==> src/common/plrc_pkg.sv <==
// Constants and types for the link request and configuration block.
// Assumes nothing of its surroundings; every design file refers to it.
package plrc_pkg;

  // ----------------------------------------------------------------
  // Link request framing
  // ----------------------------------------------------------------
  localparam int TYPE_W = 3;
  localparam int ADDR_W = 4;
  localparam int REG_W = 8;
  localparam int BODY_W = 12;
  localparam logic [3:0] LEN_BUS = 4'h3;
  localparam logic [3:0] LEN_READ = 4'h4;
  localparam logic [3:0] LEN_WRITE = 4'hc;
  localparam logic [3:0] LEN_ACCEL = 4'h1;

  typedef enum logic [2:0] {
    PLRC_REQ_IMMED = 3'h0,
    PLRC_REQ_ISO = 3'h1,
    PLRC_REQ_PRIO = 3'h2,
    PLRC_REQ_FAIR = 3'h3,
    PLRC_REQ_READ = 3'h4,
    PLRC_REQ_WRITE = 3'h5,
    PLRC_REQ_ACCEL = 3'h6,
    PLRC_REQ_RSVD = 3'h7
  } plrc_req_t;

  // Three-bit speed codes; the two-bit legacy codes land on these.
  localparam logic [2:0] SPD3_S100 = 3'h0;
  localparam logic [2:0] SPD3_S200 = 3'h2;
  localparam logic [2:0] SPD3_S400 = 3'h4;

  // Two-bit node speed encoding.
  localparam logic [1:0] SPD_S100 = 2'h0;
  localparam logic [1:0] SPD_S200 = 2'h1;
  localparam logic [1:0] SPD_S400 = 2'h2;
  localparam logic [1:0] SPD_ILLEGAL = 2'h3;

  // ----------------------------------------------------------------
  // Register map
  // ----------------------------------------------------------------
  localparam logic [3:0] ADDR_BUS_RESET_CONTROL = 4'h1;
  localparam logic [3:0] ADDR_POWER_CONFIG = 4'h4;
  localparam logic [3:0] ADDR_ENHANCEMENT_CONTROL = 4'h5;
  localparam logic [3:0] ADDR_PAGE_SELECT = 4'h7;
  localparam logic [3:0] ADDR_NODE_SPEED_CONFIG = 4'h8;
  localparam logic [2:0] PAGE_VENDOR_DEP = 3'h7;

  // Field positions.
  localparam int HOLD_BIT = 7;
  localparam int INIT_BIT = 6;
  localparam int GAP_MSB = 5;
  localparam int ACCEL_BIT = 1;
  localparam int CONCAT_BIT = 0;
  localparam int PWR_MSB = 2;
  localparam int PAGE_LSB = 5;
  localparam int NPA_BIT = 7;
  localparam int LSPD_MSB = 1;

  // Reset values.
  localparam logic [5:0] GAP_RST = 6'h00;
  localparam logic [5:0] GAP_FORCED = 6'h3f;
  localparam logic [1:0] LSPD_RST = 2'h2;
  localparam logic [2:0] PAGE_RST = 3'h0;

  // Power class codes.
  localparam logic [2:0] PWR_NONE = 3'h0;
  localparam logic [2:0] PWR_SELF_15W = 3'h1;
  localparam logic [2:0] PWR_SELF_30W = 3'h2;
  localparam logic [2:0] PWR_SELF_45W = 3'h3;
  localparam logic [2:0] PWR_BUS_PHY_3W = 3'h4;
  localparam logic [2:0] PWR_RESERVED = 3'h5;
  localparam logic [2:0] PWR_BUS_LINK_3W = 3'h6;
  localparam logic [2:0] PWR_BUS_LINK_7W = 3'h7;

  // Least hold time of the power-up reset, kept for reference.
  localparam int RESET_MIN_MS = 2;

endpackage

==> src/logic/plrc_lreq_rx.sv <==
// Serial link request receiver: frames the request line into requests.
// Assumes the request line is synchronous to clk, one bit per cycle.
`timescale 1ns/1ps

module plrc_lreq_rx
(
  input wire logic clk,
  input wire logic reset,
  input wire logic ce,
  input wire logic lreq,
  output logic req_valid,
  output plrc_pkg::plrc_req_t req_type,
  output logic [11:0] req_body,
  output logic req_short
);

  // ----------------------------------------------------------------
  // Framing state
  // ----------------------------------------------------------------
  typedef enum logic [1:0] {
    PLRC_RX_IDLE = 2'b00,
    PLRC_RX_TYPE = 2'b01,
    PLRC_RX_BODY = 2'b11,
    PLRC_RX_STOP = 2'b10
  } plrc_rx_t;

  plrc_rx_t state_r;
  logic [3:0] cnt_r;
  logic [2:0] type_r;
  logic [11:0] body_r;
  logic valid_r;
  logic short_r;
  plrc_pkg::plrc_req_t type_out_r;
  logic [11:0] body_out_r;
  logic [3:0] body_len;
  logic is_bus;

  // Body length follows from the request type.
  function automatic logic [3:0] len_of(input logic [2:0] t);
    if (t == plrc_pkg::PLRC_REQ_READ)
      len_of = plrc_pkg::LEN_READ;
    else if (t == plrc_pkg::PLRC_REQ_WRITE)
      len_of = plrc_pkg::LEN_WRITE;
    else if (t[2] == 1'b0)
      len_of = plrc_pkg::LEN_BUS;
    else
      len_of = plrc_pkg::LEN_ACCEL;
  endfunction

  assign body_len = len_of(type_r);
  assign is_bus = (type_r[2] == 1'b0);

  // Shift in start, type, body and stop; a one where the stop bit of a
  // bus request belongs is the start of the next request.
  always_ff @(posedge clk)
  begin
    if (reset)
    begin
      state_r <= PLRC_RX_IDLE;
      cnt_r <= 4'h0;
      type_r <= 3'h0;
      body_r <= 12'h000;
      valid_r <= 1'b0;
      short_r <= 1'b0;
      type_out_r <= plrc_pkg::PLRC_REQ_IMMED;
      body_out_r <= 12'h000;
    end
    else if (ce)
    begin
      valid_r <= 1'b0;
      case (state_r)
        PLRC_RX_IDLE:
        begin
          cnt_r <= 4'h0;
          if (lreq)
            state_r <= PLRC_RX_TYPE;
        end
        PLRC_RX_TYPE:
        begin
          type_r <= {type_r[1:0], lreq};
          body_r <= 12'h000;
          cnt_r <= cnt_r + 4'h1;
          if (cnt_r == 4'h2)
          begin
            cnt_r <= 4'h0;
            state_r <= PLRC_RX_BODY;
          end
        end
        PLRC_RX_BODY:
        begin
          body_r <= {body_r[10:0], lreq};
          cnt_r <= cnt_r + 4'h1;
          if (cnt_r == body_len - 4'h1)
            state_r <= PLRC_RX_STOP;
        end
        default:
        begin
          valid_r <= 1'b1;
          type_out_r <= plrc_pkg::plrc_req_t'(type_r);
          body_out_r <= body_r;
          short_r <= is_bus && lreq;
          cnt_r <= 4'h0;
          state_r <= (is_bus && lreq) ? PLRC_RX_TYPE : PLRC_RX_IDLE;
        end
      endcase
    end
  end

  assign req_valid = valid_r;
  assign req_type = type_out_r;
  assign req_body = body_out_r;
  assign req_short = short_r;

endmodule // plrc_lreq_rx

==> src/logic/plrc_top.sv <==
// Link request handling, register file and self-ID reporting of a
// two-port cable PHY. Assumes a link layer driving the request line
// synchronous to clk, and a PHY core that reports bus resets and
// PHY-config loads and consumes the self-ID and arbitration outputs.
`timescale 1ns/1ps

// How it works
// - Power class is a 3-bit code, from no power to bus-powered link.
// - Power class pins load the self-ID power field after reset; writes win.
// - Bus requests with 2-bit or 3-bit speed codes decode S100-S400 alike.
// - A short bus request followed at once by another frames correctly.
// - A bus request faster than S400 sends a prefix then end, no data.
// - A link request turns arbitration acceleration on or off; it is on from reset once the enable bit is set.
// - Every received packet is passed to the link whatever its speed.
// - Self-ID speed comes from the node speed field of vendor page 7.
// - Peers are always told S400, whatever the node speed field holds.
// - Node speed field powers up at S400; software normally keeps it.
// - Writing one to the initiate bit starts a bus reset and initialization.
// - Initiate bit, root holdoff and gap count share one register write.
// - Node speed is 2 bits, reset to S400, untouched by bus reset.
// - Two bus resets without a gap count write force gap count to 63.
module plrc_top
#(
  parameter int DATA_W = 8
)
(
  input wire logic clk,
  input wire logic reset,
  input wire logic ce,
  input wire logic lreq,
  input wire logic [2:0] power_class_pins,
  input wire logic bus_reset_event,
  input wire logic phy_config_load,
  input wire logic phy_config_hold,
  input wire logic [5:0] phy_config_gap,
  input wire logic rx_valid,
  input wire logic [DATA_W-1:0] rx_data,
  output logic llc_rx_valid,
  output logic [DATA_W-1:0] llc_rx_data,
  output logic arb_req,
  output plrc_pkg::plrc_req_t arb_type,
  output logic [1:0] arb_speed,
  output logic tx_data_prefix,
  output logic tx_data_end,
  output logic stat_valid,
  output logic [3:0] stat_addr,
  output logic [7:0] stat_data,
  output logic bus_reset_req,
  output logic root_holdoff,
  output logic [5:0] gap_count,
  output logic arbitration_accel_active,
  output logic multispeed_concat_enable,
  output logic null_packet_actions,
  output logic [2:0] selfid_pwr,
  output logic [1:0] selfid_speed,
  output logic [1:0] peer_speed
);

  // ----------------------------------------------------------------
  // Parameter checks
  // ----------------------------------------------------------------
  generate
    if (DATA_W < 2 || DATA_W > 8)
    begin : g_bad_width
      $error("plrc_top: DATA_W must lie between 2 and 8");
    end
  endgenerate

  // ----------------------------------------------------------------
  // Request receiver
  // ----------------------------------------------------------------
  logic req_valid;
  plrc_pkg::plrc_req_t req_type;
  logic [11:0] req_body;
  logic req_short;

  plrc_lreq_rx u_rx
  (
    .clk(clk),
    .reset(reset),
    .ce(ce),
    .lreq(lreq),
    .req_valid(req_valid),
    .req_type(req_type),
    .req_body(req_body),
    .req_short(req_short)
  );

  // ----------------------------------------------------------------
  // Request decode
  // ----------------------------------------------------------------
  typedef enum logic [1:0] {
    PLRC_NP_IDLE = 2'b00,
    PLRC_NP_PREFIX = 2'b01,
    PLRC_NP_END = 2'b11
  } plrc_np_t;

  // Speed code of a bus request: the third bit of a short request is its
  // stop bit, which is zero, so legacy codes map onto the 3-bit ones.
  function automatic logic [1:0] spd_of(input logic [2:0] code);
    if (code == plrc_pkg::SPD3_S400)
      spd_of = plrc_pkg::SPD_S400;
    else if (code == plrc_pkg::SPD3_S200)
      spd_of = plrc_pkg::SPD_S200;
    else
      spd_of = plrc_pkg::SPD_S100;
  endfunction

  wire is_bus_req = req_valid && (req_type[2] == 1'b0);
  wire [2:0] spd_code = req_body[2:0];
  wire too_fast = spd_code > plrc_pkg::SPD3_S400;
  wire wr_req = req_valid && (req_type == plrc_pkg::PLRC_REQ_WRITE);
  wire rd_req = req_valid && (req_type == plrc_pkg::PLRC_REQ_READ);
  wire accel_req = req_valid && (req_type == plrc_pkg::PLRC_REQ_ACCEL);
  wire [3:0] wr_addr = req_body[11:8];
  wire [7:0] wr_data = req_body[7:0];
  wire [3:0] rd_addr = req_body[3:0];

  // ----------------------------------------------------------------
  // Register state
  // ----------------------------------------------------------------
  logic hold_r;
  logic init_r;
  logic [5:0] gap_r;
  logic [2:0] pwr_r;
  logic pwr_load_r;
  logic accel_en_r;
  logic concat_en_r;
  logic [2:0] page_r;
  logic npa_r;
  logic [1:0] lspd_r;
  logic accel_on_r;
  logic reset_no_gap_wr_r;

  wire page7 = (page_r == plrc_pkg::PAGE_VENDOR_DEP);
  wire wr_reg1 = wr_req && (wr_addr == plrc_pkg::ADDR_BUS_RESET_CONTROL);
  wire wr_reg4 = wr_req && (wr_addr == plrc_pkg::ADDR_POWER_CONFIG);
  wire wr_reg5 = wr_req && (wr_addr == plrc_pkg::ADDR_ENHANCEMENT_CONTROL);
  wire wr_reg7 = wr_req && (wr_addr == plrc_pkg::ADDR_PAGE_SELECT);
  wire wr_reg8 = wr_req && page7 &&
    (wr_addr == plrc_pkg::ADDR_NODE_SPEED_CONFIG);
  wire gap_write = wr_reg1 || phy_config_load;

  // Bus reset control: one write carries initiate, holdoff and gap.
  always_ff @(posedge clk)
  begin
    if (reset)
    begin
      hold_r <= 1'b0;
      init_r <= 1'b0;
      gap_r <= plrc_pkg::GAP_RST;
      reset_no_gap_wr_r <= 1'b0;
    end
    else if (ce)
    begin
      if (bus_reset_event)
      begin
        init_r <= 1'b0;
        reset_no_gap_wr_r <= 1'b1;
        if (reset_no_gap_wr_r)
          gap_r <= plrc_pkg::GAP_FORCED;
      end
      if (gap_write && !bus_reset_event)
        reset_no_gap_wr_r <= 1'b0;
      if (phy_config_load)
      begin
        hold_r <= phy_config_hold;
        gap_r <= phy_config_gap;
      end
      if (wr_reg1)
      begin
        hold_r <= wr_data[plrc_pkg::HOLD_BIT];
        gap_r <= wr_data[plrc_pkg::GAP_MSB:0];
        if (wr_data[plrc_pkg::INIT_BIT])
          init_r <= 1'b1;
      end
    end
  end

  // Power class: pins are caught one cycle after reset release, and any
  // later write to the field replaces them.
  always_ff @(posedge clk)
  begin
    if (reset)
    begin
      pwr_r <= plrc_pkg::PWR_NONE;
      pwr_load_r <= 1'b1;
    end
    else if (ce)
    begin
      pwr_load_r <= 1'b0;
      if (wr_reg4)
        pwr_r <= wr_data[plrc_pkg::PWR_MSB:0];
      else if (pwr_load_r)
        pwr_r <= power_class_pins;
    end
  end

  // Enhancement, page select and vendor page fields.
  always_ff @(posedge clk)
  begin
    if (reset)
    begin
      accel_en_r <= 1'b0;
      concat_en_r <= 1'b0;
      page_r <= plrc_pkg::PAGE_RST;
      npa_r <= 1'b0;
      lspd_r <= plrc_pkg::LSPD_RST;
    end
    else if (ce)
    begin
      if (wr_reg5)
      begin
        accel_en_r <= wr_data[plrc_pkg::ACCEL_BIT];
        concat_en_r <= wr_data[plrc_pkg::CONCAT_BIT];
      end
      if (wr_reg7)
        page_r <= wr_data[7:plrc_pkg::PAGE_LSB];
      if (wr_reg8)
      begin
        npa_r <= wr_data[plrc_pkg::NPA_BIT];
        lspd_r <= wr_data[plrc_pkg::LSPD_MSB:0];
      end
    end
  end

  // Acceleration control request turns acceleration on or off for now.
  always_ff @(posedge clk)
  begin
    if (reset)
      accel_on_r <= 1'b1;
    else if (ce && accel_req)
      accel_on_r <= req_body[0];
  end

  // ----------------------------------------------------------------
  // Read answers
  // ----------------------------------------------------------------
  logic [7:0] rd_value;
  logic stat_valid_r;
  logic [3:0] stat_addr_r;
  logic [7:0] stat_data_r;

  // Register read mux; unmapped and off-page addresses read as zero.
  always_comb
  begin
    rd_value = 8'h00;
    if (rd_addr == plrc_pkg::ADDR_BUS_RESET_CONTROL)
      rd_value = {hold_r, init_r, gap_r};
    else if (rd_addr == plrc_pkg::ADDR_POWER_CONFIG)
      rd_value = {5'h00, pwr_r};
    else if (rd_addr == plrc_pkg::ADDR_ENHANCEMENT_CONTROL)
      rd_value = {6'h00, accel_en_r, concat_en_r};
    else if (rd_addr == plrc_pkg::ADDR_PAGE_SELECT)
      rd_value = {page_r, 5'h00};
    else if (page7 && rd_addr == plrc_pkg::ADDR_NODE_SPEED_CONFIG)
      rd_value = {npa_r, 5'h00, lspd_r};
  end

  // Status answer one cycle after a read request is framed.
  always_ff @(posedge clk)
  begin
    if (reset)
    begin
      stat_valid_r <= 1'b0;
      stat_addr_r <= 4'h0;
      stat_data_r <= 8'h00;
    end
    else if (ce)
    begin
      stat_valid_r <= rd_req;
      if (rd_req)
      begin
        stat_addr_r <= rd_addr;
        stat_data_r <= rd_value;
      end
    end
  end

  // ----------------------------------------------------------------
  // Bus requests and null packets
  // ----------------------------------------------------------------
  plrc_np_t np_r;
  logic arb_req_r;
  plrc_pkg::plrc_req_t arb_type_r;
  logic [1:0] arb_speed_r;

  // Legal bus requests go to arbitration; too fast ones send a null
  // packet instead. The short flag needs no handling: both forms decode
  // to the same code.
  always_ff @(posedge clk)
  begin
    if (reset)
    begin
      arb_req_r <= 1'b0;
      arb_type_r <= plrc_pkg::PLRC_REQ_IMMED;
      arb_speed_r <= plrc_pkg::SPD_S100;
      np_r <= PLRC_NP_IDLE;
    end
    else if (ce)
    begin
      arb_req_r <= is_bus_req && !too_fast;
      if (is_bus_req && !too_fast)
      begin
        arb_type_r <= req_type;
        arb_speed_r <= spd_of(spd_code);
      end
      case (np_r)
        PLRC_NP_IDLE:
          if (is_bus_req && too_fast)
            np_r <= PLRC_NP_PREFIX;
        PLRC_NP_PREFIX:
          np_r <= PLRC_NP_END;
        default:
          np_r <= PLRC_NP_IDLE;
      endcase
    end
  end

  // ----------------------------------------------------------------
  // Receive forwarding
  // ----------------------------------------------------------------
  logic llc_rx_valid_r;
  logic [DATA_W-1:0] llc_rx_data_r;

  // Every received byte goes to the link with no speed filter.
  always_ff @(posedge clk)
  begin
    if (reset)
    begin
      llc_rx_valid_r <= 1'b0;
      llc_rx_data_r <= '0;
    end
    else if (ce)
    begin
      llc_rx_valid_r <= rx_valid;
      llc_rx_data_r <= rx_data;
    end
  end

  // ----------------------------------------------------------------
  // Outputs
  // ----------------------------------------------------------------
  // Self-ID fields: the power class code goes out as stored.
  assign selfid_pwr = pwr_r;
  assign selfid_speed = lspd_r;
  assign peer_speed = plrc_pkg::SPD_S400;
  assign arbitration_accel_active = accel_en_r && accel_on_r;
  assign multispeed_concat_enable = concat_en_r;
  assign null_packet_actions = npa_r;
  assign bus_reset_req = init_r;
  assign root_holdoff = hold_r;
  assign gap_count = gap_r;
  assign tx_data_prefix = (np_r == PLRC_NP_PREFIX);
  assign tx_data_end = (np_r == PLRC_NP_END);
  assign arb_req = arb_req_r;
  assign arb_type = arb_type_r;
  assign arb_speed = arb_speed_r;
  assign stat_valid = stat_valid_r;
  assign stat_addr = stat_addr_r;
  assign stat_data = stat_data_r;
  assign llc_rx_valid = llc_rx_valid_r;
  assign llc_rx_data = llc_rx_data_r;

endmodule // plrc_top

==> config.mk <==
export PLATFORM = sky130hd
export DESIGN_NAME = plrc_top
export DESIGN_NICKNAME = d
export VERILOG_FILES = /design/src/common/plrc_pkg.sv /design/src/logic/plrc_lreq_rx.sv /design/src/logic/plrc_top.sv
export SDC_FILE = /design/constraint.sdc
export NUM_CORES = 1
export LEC_CHECK = 0
export BUFFER_PORTS_ARGS = -buffer_cell sky130_fd_sc_hd__buf_2
export CAP_MARGIN = 20
export CORE_UTILIZATION = 25
export CTS_CLUSTER_SIZE = 40
export DETAILED_ROUTE_END_ITERATION = 7
export GPL_ROUTABILITY_DRIVEN = 0
export GPL_TIMING_DRIVEN = 0
export PLACE_DENSITY = 0.4
export SYNTH_ARGS = -nofsm -noshare
export SYNTH_HDL_FRONTEND = slang
export SYNTH_SLANG_ARGS = --single-unit
==> constraint.sdc <==
create_clock -name clk -period 2.9 [get_ports clk]
set_input_delay 0.145 -clock clk [delete_from_list [all_inputs] [get_ports clk]]
set_output_delay 0.145 -clock clk [all_outputs]
set_load 0.05 [all_outputs]
==> flow_summary.json <==
{
  "cts_buffers": 9,
  "cts_tree": "built",
  "initial_core_util": 0.2572,
  "min_path_type": "in2reg",
  "required_ns": 3.10,
  "grt_max_degree": 14,
  "rows": 45,
  "htree_num_levels": 3,
  "setup_slack_ns": 0.9499,
  "dr.pass1.iters": 4,
  "syn_to_final_growth_pct": 23.88,
  "grt_use_met3": 0.03266,
  "wl_mm": 11.43,
  "critical_path_arrival_ns": 2.15,
  "dp_hpwl_mm": 8.301,
  "clockBufferDepth": 2,
  "num_vias": 3391,
  "crit_type": "reg2reg",
  "wl_per_cell_um": 15.37,
  "drv_cap": 0,
  "numPortBuffers": 68,
  "hold_violations": 0,
  "ys_seq_area_frac": 0.4541,
  "synth_edf_count": 0,
  "syn_nets": 479,
  "grt_pass1_vias": 3426,
  "drt_iter0_markers": 177,
  "max_slew_margin": 0.5270,
  "synth_area_per_cell_sq_um": 8.700,
  "leakage_nw": 1.880,
  "start_kind": "register",
  "fin_skew_ns": 0.008091,
  "syn_inst": 451,
  "layout-drive-gt1-share": 0.2289,
  "status": "finished clean",
  "synth_xor_area_frac": 0.006696,
  "use_met1": 0.1896,
  "fin_cells": 744,
  "synth_largest_area_cell": "dfxtp_1",
  "die_area_sq_mm": 0.01620,
  "cts_hold_buffers": 0,
  "place_area_sq_mm": 0.004528,
  "ys_ff_latch": 89,
  "synth_top_family_by_area": "simple AND/OR/NAND/NOR gates",
  "cts-root-buf": "clkbuf_16",
  "dieHeight_um": 127.3,
  "core_region_area_sq_mm": 0.01526,
  "gr-total-overflow": 0,
  "critPathCaptureType": "register",
  "yosysUniqueCellTypes": 61,
  "dp.cells": 730,
  "pre_cts_ws_ns": 1.010,
  "fin_hold_ws_ns": 0.03932,
  "grt_pass1_wl_mm": 18.37,
  "ys_warn_count": 0,
  "path_clk_slew_ns": 0.06,
  "cp_cell_sequence": "nor2b_1, ha_1, xor2_1, a31oi_1, a2111oi_0, nor3_1",
  "setup_viol": 0,
  "min_period_ns": 1.950,
  "ios": 73,
  "synthMuxAreaShare": 0.05931,
  "period_share": 0.6724,
  "powerDensity_mw_per_mm2": 579.6,
  "crit_slowest_cell": "dfxtp_1",
  "n_antenna_cell": 0,
  "busiest_layer": "met2",
  "via_per_inst": 4.558,
  "ant_nets": 0,
  "maxSlewViolCount": 0,
  "yosys.area.top_type_share": 0.4541,
  "ir_worst_vdd_mv": 0.2701,
  "antenna_found_initial": 0,
  "dieWidth_um": 127.3,
  "path_max_fanout": 6,
  "final_area_sq_mm": 0.004861,
  "ys.flop_type": "dfxtp_1",
  "postCtsSetupRepairBufs": 0,
  "route.detailed.drc": 0,
  "synth_simple_gate_area_frac": 0.2513,
  "async_flop_share": 0,
  "synth_commonest_cells": "89 x dfxtp_1, 76 x nand2_1, 50 x a21oi_1",
  "cts_resized": 0,
  "cts.sinks": 89,
  "fin_tns_setup_ns": 0,
  "synthTopCellsByArea": "dfxtp_1 45%, nand2_1 7.3%, a21oi_1 6.4%, mux2i_1 5.4%, nor2_1 4.4%",
  "synth_compound_area_frac": 0.1687,
  "grtUsageTotal": 0.1479,
  "grt_use_met2": 0.2475,
  "max_clock_freq_mhz": 512.8,
  "rsz0062_at_grt": "false",
  "syn_area_sq_mm": 0.003924,
  "synth_fa_ha_area_frac": 0.009566,
  "crit_path_max_incr_delay_ns": 0.42,
  "clk_latency_ns": 0.35,
  "synth_most_common_cell": "dfxtp_1",
  "fin_nets": 558,
  "worst_pin_slew_ns": 0.7095
}
-- through the flow --
stage	power, mW	util
6_report	2.817	0.3186
5_1_grt	2.913	0.3186
4_1_cts	2.850	0.3186
3_5_place_dp	1.512	0.2968
3_3_place_gp	1.510	0.2968
2_1_floorplan	1.441	-
-- routing by layer --
layer,wire length (um),up-vias
li1,-,1711
met1,5580,1598
met2,5369,72
met3,345,10
met4,137,0
met5,0,-
-- cell families (layout without fill, tap and decap cells) --
family	count (synthesis)	count (layout)
buf+inv	39	121
compound gates	102	102
other cells	2	2
mux	23	23
fa+ha+maj	3	3
flops	89	89
simple gates	190	190
xor+xnor	3	3
-- power breakdown --
part           switching [mW]  internal, mW  leakage, nW
combinational           0.155        0.0647        0.996
sequential             0.0177          1.24        0.722
clock                   0.480         0.857        0.162
total                   0.652          2.17         1.88
-- flip-flops by register name (all words and copies together), names as in the netlist, 3 cells and up --
register       cells
arb_type           3
gap_count          6
llc_rx_data        8
page_r             3
selfid_pwr         3
stat_addr          4
stat_data          8
u_rx.body_r       12
u_rx.cnt_r         4
u_rx.req_body     12
u_rx.req_type      3
u_rx.type_r        3
-- worst max-delay path, delay by kind of cell, from the launching register on --
kind,cells,cell delay [ns]
compound gates,2,0.53
flops,1,0.42
fa+ha+maj,1,0.22
simple gates,2,0.44
xor+xnor,1,0.19
-- final cells by class --
class | count | area [sq um]
clock buffer | 11 | 242.7
timing repair buffer | 68 | 340.3
tap | 211 | 264.0
buffer | 31 | 160.2
inverter | 8 | 30.03
multi-input combinational | 323 | 1952
clock inverter | 3 | 90.09
sequential | 89 | 1782
fill | 1650 | 10400
-- cell usage in the layout, fill, tap and decap left out, types with 5 or more instances in the layout --
master	Yosys	routed
clkbuf_16	0	9
and2_1	5	5
nand3_1	20	20
nand2b_1	6	6
nor2b_1	5	5
dfxtp_1	89	89
inv_1	6	6
mux2i_1	21	21
a211oi_1	5	5
clkbuf_1	18	19
o21ai_0	8	8
a31oi_1	5	5
nand2_1	76	76
a21oi_1	50	50
a211oi_2	5	5
nor2_1	46	46
buf_2	5	73
-- final timing paths --
check / startpoint / endpoint / cells past startpoint / slack [ns]
max: u_rx.type_r[2] / u_rx.state_r[0] / 6 / 0.95
min: rx_data[5] / llc_rx_data[5] / 3 / 0.04
max reg2reg: u_rx.type_r[2] / u_rx.state_r[0] / 6 / 0.95
min reg2reg: stat_data[3] / stat_data[3] / 2 / 0.45
Note: power is estimated with default switching activity, not from simulation.
